===== config.mk =====
export PLATFORM = sky130hd
export DESIGN_NAME = wocr_regs
export DESIGN_NICKNAME = d
export VERILOG_FILES = /design/src/include/wocr_pkg.sv /design/src/rtl/wocr_regs.sv
export SDC_FILE = /design/constraint.sdc
export NUM_CORES = 1
export LEC_CHECK = 0
export ABC_AREA = 1
export BUFFER_PORTS_ARGS = -buffer_cell sky130_fd_sc_hd__buf_2
export CAP_MARGIN = 0
export CORE_ASPECT_RATIO = 0.9
export CORE_MARGIN = 1.5
export CORE_UTILIZATION = 40
export CTS_BUF_LIST = sky130_fd_sc_hd__clkbuf_4
export DETAILED_ROUTE_END_ITERATION = 10
export PLACE_DENSITY = 0.92
export SLEW_MARGIN = 10
export SYNTH_ARGS = -nofsm -noshare
export SYNTH_HDL_FRONTEND = slang
export SYNTH_SLANG_ARGS = --single-unit

===== constraint.sdc =====
create_clock -name pclk -period 2 [get_ports pclk]
set_clock_uncertainty 0.2 [all_clocks]
set_input_delay 0.1 -clock pclk [delete_from_list [all_inputs] [get_ports pclk]]
set_output_delay 0.1 -clock pclk [all_outputs]
set_load 0.005 [all_outputs]

===== src/include/wocr_pkg.sv =====
package wocr_pkg;
  // register indices (printed offsets); the bus byte address is the index times four
  localparam logic [15:0] WOCR_IDX_CFG2 = 16'h001d; // second config index
  localparam logic [15:0] WOCR_IDX_CFG1 = 16'h001f; // first config index
  localparam logic [15:0] WOCR_IDX_OPT  = 16'hffcf; // option byte index
  localparam logic [17:0] WOCR_ADDR_CFG2 = {WOCR_IDX_CFG2, 2'b00};
  localparam logic [17:0] WOCR_ADDR_CFG1 = {WOCR_IDX_CFG1, 2'b00};
  localparam logic [17:0] WOCR_ADDR_OPT  = {WOCR_IDX_OPT, 2'b00};
  // reset and erased values
  localparam logic [7:0] WOCR_CFG_RST  = 8'h00; // volatile reset value
  localparam logic [7:0] WOCR_OPT_ERASED = 8'hff; // erased option byte
  // second register: bits 2 and 1 read zero
  localparam logic [7:0] WOCR_CFG2_WMASK = 8'hf9; // writable bits
  // stop recovery delays in internal oscillator cycles
  localparam int WOCR_REC_SHORT = 32;
  localparam int WOCR_REC_LONG  = 4096;
  // watchdog timeouts in internal oscillator cycles
  localparam int WOCR_WD_SHORT = (1 << 13) - (1 << 4);
  localparam int WOCR_WD_LONG  = (1 << 18) - (1 << 4);
  // first register fields
  typedef struct packed {
    logic watchdog_rate_select;      // bit 7
    logic monitor_stop_enable;       // bit 6
    logic monitor_reset_disable;     // bit 5
    logic supply_monitor_disable;    // bit 4
    logic regulator_monitor_disable; // bit 3
    logic short_recovery_select;     // bit 2
    logic stop_enable;               // bit 1
    logic watchdog_disable;          // bit 0
  } wocr_cfg1_t;
  // second register fields
  typedef struct packed {
    logic       int_osc_stop_disable; // bit 7
    logic       rc_osc_stop_enable;   // bit 6
    logic       crystal_stop_enable;  // bit 5
    logic [1:0] timebase_clk_sel;     // bits 4:3
    logic [1:0] zero_bits;            // bits 2:1
    logic       serial_clk_source;    // bit 0
  } wocr_cfg2_t;
  // clock source codes
  localparam logic [1:0] WOCR_TB_INT = 2'h0; // timebase from internal
  localparam logic [1:0] WOCR_TB_RC  = 2'h1; // timebase from rc
  localparam logic [1:0] WOCR_TB_XT  = 2'h2; // timebase from crystal
  localparam logic [1:0] WOCR_MO_INT = 2'h1; // main from internal
  localparam logic [1:0] WOCR_MO_RC  = 2'h2; // main from rc
  localparam logic [1:0] WOCR_MO_XT  = 2'h3; // main from crystal
endpackage


===== src/rtl/wocr_regs.sv =====
// Overview of operation
// RULE1 - one software write per register per reset
// RULE2 - reset clears both volatile registers
// RULE3 - reads allowed at any time
// RULE4 - registers decoded at 001D and 001F
// RULE5 - software writes registers right after reset
// RULE6 - rate bit picks short or long watchdog timeout
// RULE7 - monitor runs in stop if enabled and powered
// RULE8 - software sets reset disable before stop
// RULE9 - reset disable bit blocks monitor resets
// RULE10 - disable bits turn off each monitor circuit
// RULE11 - recovery bit picks 32 or 4096 cycles
// RULE12 - pin reset exit always long recovery
// RULE13 - no short recovery with crystal clock; code does not check main_osc_sel
// RULE14 - short recovery leaves unprotected start-up window
// RULE15 - stop enable bit else stop opcode illegal
// RULE16 - watchdog disable bit stops watchdog
// RULE17 - internal oscillator halts in stop if set
// RULE18 - rc oscillator runs in stop if set
// RULE19 - option byte in flash, programmed only, erased ones
// RULE20 - crystal stop enable keeps crystal running
// RULE21 - timebase clock select routing
// RULE22 - serial clock from bus or oscillator
// RULE23 - option bits pick main oscillator, reset-proof
// RULE24 - write-used flag blocks further writes
// RULE25 - second register bits 2 and 1 zero
//
// Implementation choice: the APB interface to the registers.
`timescale 1ns/1ps
module wocr_regs
  import wocr_pkg::*;
(
  input  wire logic        pclk,             // bus clock
  input  wire logic        presetn,          // async reset, low
  input  wire logic        psel,             // apb select
  input  wire logic        penable,          // apb access phase
  input  wire logic        pwrite,           // apb direction
  input  wire logic [31:0] paddr,            // apb byte address
  input  wire logic [31:0] pwdata,           // apb write data
  output logic      [31:0] prdata,           // apb read data
  output logic             pready,           // apb ready
  output logic             pslverr,          // apb error
  input  wire logic        opt_prog_we,      // flash programming strobe
  input  wire logic [7:0]  opt_prog_data,    // flash programmed byte
  input  wire logic        opt_erase,        // flash erase strobe
  input  wire logic        stop_mode,        // device is in stop
  input  wire logic        stop_exit_by_pin, // stop left via reset pin
  input  wire logic        monitor_reset_req,// voltage monitor request
  output logic             monitor_reset_out,// gated monitor reset
  output logic             supply_monitor_on,// supply monitor enabled
  output logic             regulator_monitor_on, // regulator monitor on
  output logic             monitor_in_stop,  // monitor runs in stop
  output logic             watchdog_enable,  // watchdog runs
  output logic [18:0]      watchdog_timeout, // watchdog cycles
  output logic [12:0]      recovery_cycles,  // stop exit delay
  output logic             unprotected_start,// window w/o monitor
  output logic             stop_opcode_legal,// stop allowed
  output logic             int_osc_run,      // internal osc running
  output logic             rc_osc_run,       // rc osc running
  output logic             crystal_run,      // crystal running
  output logic [1:0]       timebase_src,     // timebase clock select
  output logic             serial_clk_bus,   // serial clock from bus
  output logic [1:0]       main_osc_sel,     // main oscillator select
  output logic [7:0]       cfg1_out,         // first register value
  output logic [7:0]       cfg2_out          // second register value
);

  wocr_cfg1_t cfg1_q;     // first configuration register
  wocr_cfg2_t cfg2_q;     // second configuration register
  logic       used1_q;    // first register already written
  logic       used2_q;    // second register already written
  logic [7:0] opt_q = WOCR_OPT_ERASED; // option byte, powers up erased
  logic       wr_acc;     // write access phase
  logic       hit1;       // first register addressed
  logic       hit2;       // second register addressed
  logic       hit_opt;    // option byte addressed
  logic       mapped;     // any register addressed

  // address decode
  assign hit1    = paddr[17:0] == WOCR_ADDR_CFG1;   // [RULE4]
  assign hit2    = paddr[17:0] == WOCR_ADDR_CFG2;   // [RULE4]
  assign hit_opt = paddr[17:0] == WOCR_ADDR_OPT;
  assign mapped  = (hit1 | hit2 | hit_opt) && paddr[31:18] == 14'h0000;
  assign wr_acc  = psel & penable & pwrite & mapped;

  // zero wait state slave; unmapped gives error
  assign pready  = 1'b1;
  assign pslverr = psel & penable & ~mapped;

  // first register, written once per reset
  always_ff @(posedge pclk or negedge presetn) begin
    if (!presetn) begin
      cfg1_q <= wocr_cfg1_t'(WOCR_CFG_RST);          // [RULE2]
    end else if (wr_acc && hit1 && !used1_q) begin   // [RULE1]
      cfg1_q <= wocr_cfg1_t'(pwdata[7:0]);
    end
  end

  // second register, written once; bits 2:1 stay zero
  always_ff @(posedge pclk or negedge presetn) begin
    if (!presetn) begin
      cfg2_q <= wocr_cfg2_t'(WOCR_CFG_RST);          // [RULE2] [RULE20]
    end else if (wr_acc && hit2 && !used2_q) begin   // [RULE1]
      cfg2_q <= wocr_cfg2_t'(pwdata[7:0] & WOCR_CFG2_WMASK); // [RULE25]
    end
  end

  // write-used flags, re-armed only by reset
  always_ff @(posedge pclk or negedge presetn) begin
    if (!presetn) begin
      used1_q <= 1'b0;                                // [RULE24]
      used2_q <= 1'b0;
    end else begin
      if (wr_acc && hit1) begin
        used1_q <= 1'b1;                              // [RULE24]
      end
      if (wr_acc && hit2) begin
        used2_q <= 1'b1;                              // [RULE24]
      end
    end
  end

  // option byte: bus writes ignored, only flash program/erase
  // modelled with a reset-free flop so reset leaves it alone
  always_ff @(posedge pclk) begin
    if (opt_erase) begin
      opt_q <= WOCR_OPT_ERASED;                       // [RULE19]
    end else if (opt_prog_we) begin
      opt_q <= opt_q & opt_prog_data;                 // [RULE19] [RULE23]
    end
  end

  // read data, valid any time
  always_comb begin
    prdata = 32'h0000_0000;
    if (psel && !pwrite) begin                        // [RULE3]
      if (hit1) begin
        prdata[7:0] = cfg1_q;
      end else if (hit2) begin
        prdata[7:0] = cfg2_q;
      end else if (hit_opt) begin
        prdata[7:0] = opt_q;
      end
    end
  end

  // decoded controls for consuming modules
  always_comb begin
    monitor_reset_out    = monitor_reset_req &
                           ~cfg1_q.monitor_reset_disable;     // [RULE9]
    supply_monitor_on    = ~cfg1_q.supply_monitor_disable;    // [RULE10]
    regulator_monitor_on = ~cfg1_q.regulator_monitor_disable; // [RULE10]
    monitor_in_stop      = cfg1_q.monitor_stop_enable &
                           ~(cfg1_q.supply_monitor_disable &
                             cfg1_q.regulator_monitor_disable); // [RULE7]
    watchdog_enable      = ~cfg1_q.watchdog_disable;          // [RULE16]
    watchdog_timeout     = cfg1_q.watchdog_rate_select ?
                           19'(WOCR_WD_SHORT) : 19'(WOCR_WD_LONG); // [RULE6]
    recovery_cycles      = (cfg1_q.short_recovery_select &&
                            !stop_exit_by_pin) ?
                           13'(WOCR_REC_SHORT) : 13'(WOCR_REC_LONG);
    // above: pin reset forces long delay            [RULE11] [RULE12]
    unprotected_start    = cfg1_q.short_recovery_select &
                           ~monitor_in_stop;                  // [RULE14]
    stop_opcode_legal    = cfg1_q.stop_enable;                // [RULE15]
    int_osc_run          = ~(stop_mode &
                             cfg2_q.int_osc_stop_disable);    // [RULE17]
    rc_osc_run           = ~stop_mode | cfg2_q.rc_osc_stop_enable; // [RULE18]
    crystal_run          = ~stop_mode | cfg2_q.crystal_stop_enable; // [RULE20]
    timebase_src         = cfg2_q.timebase_clk_sel;           // [RULE21]
    serial_clk_bus       = cfg2_q.serial_clk_source;          // [RULE22]
    main_osc_sel         = opt_q[7:6];                        // [RULE23]
    cfg1_out             = cfg1_q;
    cfg2_out             = cfg2_q;
  end
endmodule


# ---- Yosys cells after proc, flatten, opt, wreduce, memory -nomap -nowiden
# Cells that the tools add are included.
dict set report classes {
  addsub 0
  multipliers 0
  div_mod_pow 0
  order_cmp 0
  n_eq_ne 3
  shift 0
  muxes 6
  bitwise_logic 23
  reduce_logical 12
}
# op count
set op_table {}
lappend op_table {{$eq A18 B7 Y1 const B} 2}
lappend op_table {{$mux W8} 4}
lappend op_table {{$eq A18 B18 Y1 const B} 1}
lappend op_table {{$mux W18} 1}
lappend op_table {{$logic_not A14 Y1} 1}
lappend op_table {{$mux W13} 1}
lappend op_table {{$and A1 B1 Y1} 9}
lappend op_table {{$not A1 Y1} 9}
lappend op_table {{$and A8 B8 Y8} 1}
lappend op_table {{$logic_and A1 B1 Y1} 7}
lappend op_table {{$logic_not A1 Y1} 4}
lappend op_table {{$or A1 B1 Y1} 4}
dict set report word_totals {
  ff_bits 24
  latchBits 0
  mem_bits_rw 0
  romBits 0
  in_bits 82
  out_inout_bits 97
  word_cells 60
  mem_count 0
}

# ---- Depth between registers and ports, before layout
dict set report logic_depth {
  word_depth 7
  depth_mapped 11
  ltp_nobuf 11
}

# ---- Least setup slack after synthesis
# Ideal clock, no wire load.
dict set report synth_timing {
  kind {input-to-reg}
  start {input paddr[1]}
  end {register cfg1_q (netlist bit cfg1_out[0])}
  arrival_ns 1.029
  required_ns 1.679
  slack_ns 0.650
  cell_stages 8
  cell_sequence {nor2_1 -> nand2_2 -> nor2_8 -> inv_2 -> nor2_8 -> nand4_4 -> o21bai_1 -> nand2_1}
}
dict set report synth_via {
  elab_chain_len 7
  word_cells_on_any_way 9
  classes_between {eq/ne (3); bitwise (3); reduce/logical (3)}
}
# item line_no
set synth_rtl {}
lappend synth_rtl {{from (decl)} wocr_regs.sv:38} ;# input wire logic [31:0] paddr,
lappend synth_rtl {{$eq A18 B7 Y1, on equally long branches} {wocr_regs.sv:80, wocr_regs.sv:81}}
lappend synth_rtl {{$or A1 B1 Y1 (2 in series)} wocr_regs.sv:83} ;# assign mapped = (hit1 | hit2 | hit_opt) && paddr[31:18] == 14'h0000;
lappend synth_rtl {{$logic_and A1 B1 Y1} wocr_regs.sv:83}
lappend synth_rtl {{$and A1 B1 Y1} wocr_regs.sv:84} ;# assign wr_acc = psel & penable & pwrite & mapped;
lappend synth_rtl {{$logic_and A1 B1 Y1 (*) (2 in series)} wocr_regs.sv:94} ;# end else if (wr_acc && hit1 && !used1_q) begin
lappend synth_rtl {{to (signal assigned)} wocr_regs.sv:93} ;# cfg1_q <= wocr_cfg1_t'(WOCR_CFG_RST);
lappend synth_rtl {{to (signal assigned)} wocr_regs.sv:95} ;# cfg1_q <= wocr_cfg1_t'(pwdata[7:0]);
lappend synth_rtl {{to (decl)} wocr_regs.sv:68} ;# wocr_cfg1_t cfg1_q;
# Every way passes the cells marked *; elsewhere a longest branch is shown, timed or not.
# A chain may end at the register's enable or synchronous reset.

# ---- Worst setup path in the final report
dict set report layout_timing {
  start {input paddr[1]}
  end {output prdata[4]}
}
dict set report layout_via {
  elab_chain_len 5
  word_cells_on_any_way 7
  classes_between {eq/ne (3); mux (4)}
}
# item line_no
set layout_rtl {}
lappend layout_rtl {{$eq A18 B18 Y1} wocr_regs.sv:82} ;# assign hit_opt = paddr[17:0] == WOCR_ADDR_OPT;
lappend layout_rtl {{$mux W8} wocr_regs.sv:141} ;# end else if (hit_opt) begin
lappend layout_rtl {{$mux W8} wocr_regs.sv:139} ;# end else if (hit2) begin
lappend layout_rtl {{$mux W8 (*)} wocr_regs.sv:137} ;# if (hit1) begin
lappend layout_rtl {{$mux W8 (*)} wocr_regs.sv:136} ;# if (psel && !pwrite) begin
lappend layout_rtl {{to (decl)} wocr_regs.sv:40} ;# output logic [31:0] prdata,
# Marks and branches as above.

==> results.md <==
* Initial cell density of the core at 42.6%
* Max cap viols at 0
* Share of total power in sequential cells at 54.0%
* Final min period at 1.78 ns
* Die height at 72.1 um
* Clock Tree Buf Depth at 2
* Syn avg cell area at 7.69 um2
* F_max at 562 MHz
* Sum of negative setup slack at 0 ns
* Status: finished clean
* Clk pin slew, worst setup/hold paths at 0.13 ns
* Mapped cell area at 0.00212 mm2
* Final Slew Violations at 0
* Clock share of power at 24.6%
* Row cnt at 24
* Share of cells above drive strength 1 at 33.5%
* Number of flops mapped to enable cells by yosys at 0
* Total number of vias at 2054
* Switch share at 26.5%
* Largest net degree at the start of global routing at 17
* Design area at 0.00271 mm2
* Wirelength per Cell at 12.0 um
* Worst Setup Start Kind: input port
* Syn-to-layout area delta at 27.8%
* Filler cell count at 462
* Arrival time at the worst endpoint at 1.48 ns
* Seq cells post-synth at 24
* Area of the multi-input gates at 0.00113 mm2
* # IOs at 179
* Hold WC Path Type: input port to asynchronous set/reset pin
* Gr usage total at 19.5%
* Detailed placement HPWL at 4.36 mm
* Final Util at 54.4%
* Leak at 0.00158 uW
* Relative slew slack at 62.0%
* Req. time, crit path at 1.70 ns
* Die area at 0.00576 mm2
* Worst Setup End Kind: primary output
* Htree depth at 1
* Register area at 561 um2
* Synth top cells by count: buf_4 (62), nand2_1 (44), inv_1 (33), nand3_1 (21), nor2_1 (21)
* Die Wd at 79.8 um
* PostCTS Resize Cnt at 0
* Final period util at 89.0%
* Crit Path Max Fanout at 10
* IO buf count at 102
* CORE AREA at 0.00498 mm2
* Kind of critical path: input port to primary output
* # placed instances at 430
* Clock root cell: clkbuf_4
* Cts bufs inserted at 3
* Diodes inserted at 0
* GPL Wtd Cong at 0.861
* Post-CTS setup buffer count at 0
* Post-route ant nets at 0
* NetSw at 246 uW
* Final std cells w/o fill at 459
* Max VDD drop at 0.350 mV
* Synth top area cells: buf_4 (22%), dfrtp_1 (19%), nand2_1 (7.8%), dfxtp_1 (7.5%), nor2_8 (6.6%)
* RSZ-0062 raised after global routing: no
* Placed instance area at 0.00243 mm2
* Final hold vios at 0
* Syn Inst Count at 276
* Vias per cell at 4.47
* Comb pwr share at 21.4%
* Power Density at 341 mW/mm2
* First-pass DRT Iterations at 4
* Vias in the first global route at 1972
* Primary FF master, synth: dfrtp_1
* Fraction of registers with async set or reset after synthesis at 66.7%
* Largest area contributor in the netlist: buf_4
* Share of the synthesized area in the top cell type at 21.9%
* YS warnings at 0
* DRC at 0
* Post-Route WL at 5.52 mm
* Gr ovfl total at 0
* Clock sinks at 24
* Clk Latency, worst-skew pair at 0.30 ns
* First-pass GRT wire length at 8.92 mm
* CTS tree: built
* Count leader, synth: buf_4
* # hold bufs at CTS at 25
* Unique masters post-synth at 27
* Count of final setup violators at 0
* Worst slew pin tran at 0.567 ns
* Register area share after synthesis at 26.4%
* Int Power at 681 uW
* Nets at 477
* Initial antenna violation count at 0
* Drt initial violations at 72
==> layout by cell type (no fill, tap or decap) <==
| master | synthesis | final |
|---|---|---|
| nor2_8 | 7 | 7 |
| conb_1 | 2 | 52 |
| nand4_4 | 2 | 2 |
| nand3_2 | 1 | 1 |
| clkbuf_4 | 0 | 4 |
| nor2_4 | 4 | 4 |
| nand2_2 | 2 | 2 |
| o21ai_1 | 2 | 2 |
| o211ai_1 | 5 | 5 |
| nand4_2 | 1 | 1 |
| nand3_4 | 2 | 2 |
| nor2_1 | 21 | 21 |
| nand3_1 | 21 | 21 |
| nand2_4 | 2 | 2 |
| nand2_1 | 44 | 44 |
| a21oi_1 | 2 | 2 |
| dlygate4sd3_1 | 0 | 25 |
| buf_2 | 0 | 102 |
| a21boi_0 | 2 | 2 |
| dfxtp_1 | 8 | 8 |
| inv_1 | 33 | 33 |
| dfrtp_1 | 16 | 16 |
| clkinv_1 | 1 | 1 |
| nand4_1 | 8 | 8 |
| o21ai_0 | 8 | 8 |
| inv_4 | 1 | 1 |
| o21bai_1 | 14 | 14 |
| inv_2 | 4 | 4 |
==> per-layer routing <==
metal / GRT usage, % / vias to the layer above / wire length, um
met2: 36.5 / 113 / 2870
li1: - / 1008 / -
met4: 5.17 / 0 / 85
met1: 23.3 / 925 / 2160
met3: 2.64 / 8 / 418
met5: 0 / - / 0
==> state kept, by name, indices dropped and copies added, names as in the netlist <==
name               flops
serial_clk_bus         1
stop_opcode_legal      1
cfg1_out               7
used1_q                1
cfg2_out               3
timebase_src           2
opt_q                  8
used2_q                1
==> worst paths after layout <==
check | start | end | slack, ns | cells after the start
setup reg to reg | used1_q | cfg1_out[4] | 0.59 | 3
setup / recovery | paddr[1] | prdata[4] | 0.22 | 11
min in group pclk | paddr[3] | used2_q | 0.09 | 6
hold reg to reg | cfg1_out[6] | cfg1_out[6] | 0.44 | 3
max in group asynchronous | presetn | cfg1_out[4] | 1.33 | 2
hold / removal | presetn | cfg1_out[0] | 0.009 | 2
==> stage by stage <==
step | setup slack (ns) | hold slack [ns] | total power (uW)
after floorplan | 0.650 | -0.396 | 657
after global placement | 0.323 | -0.172 | 659
after detailed placement | 0.309 | -0.171 | 664
after CTS | 0.301 | 0.0106 | 929
after global routing | 0.116 | 0.0412 | 984
final | 0.219 | 0.00876 | 927
==> worst max-delay path, stage by stage <==
cell and delay (ns):
buf_2 0.10, nor2_1 0.11, nand2_2 0.12, nor2_8 0.19
inv_2 0.09, nor2_8 0.16, inv_4 0.08, o211ai_1 0.18
nand2_1 0.10, inv_1 0.11, buf_2 0.14
==> cell type report <==
cell class / instances / area share, %
repair buffers: 127 / 28.0
multi-input cells: 200 / 41.7
well taps: 65 / 3.00
flip-flops and latches: 24 / 20.7
inverters: 39 / 5.49
clock buffers: 4 / 1.11
==> power groups by stage <==
stage | clock, uW | combinational (uW) | sequential [uW]
after floorplan | 0 | 150 | 508
after global placement | 0 | 149 | 509
after detailed placement | 0 | 154 | 510
after CTS | 234 | 195 | 500
after global routing | 258 | 224 | 502
final | 228 | 199 | 500
==> cells by family after synthesis <==
kind of cell	count (synthesis)	synth area share (%)
compound gates	33	10.3
buf+inv	102	29.1
flops	24	26.4
other cells	2	0.354
simple gates	115	33.9
Power figures use the tool's default switching activity.
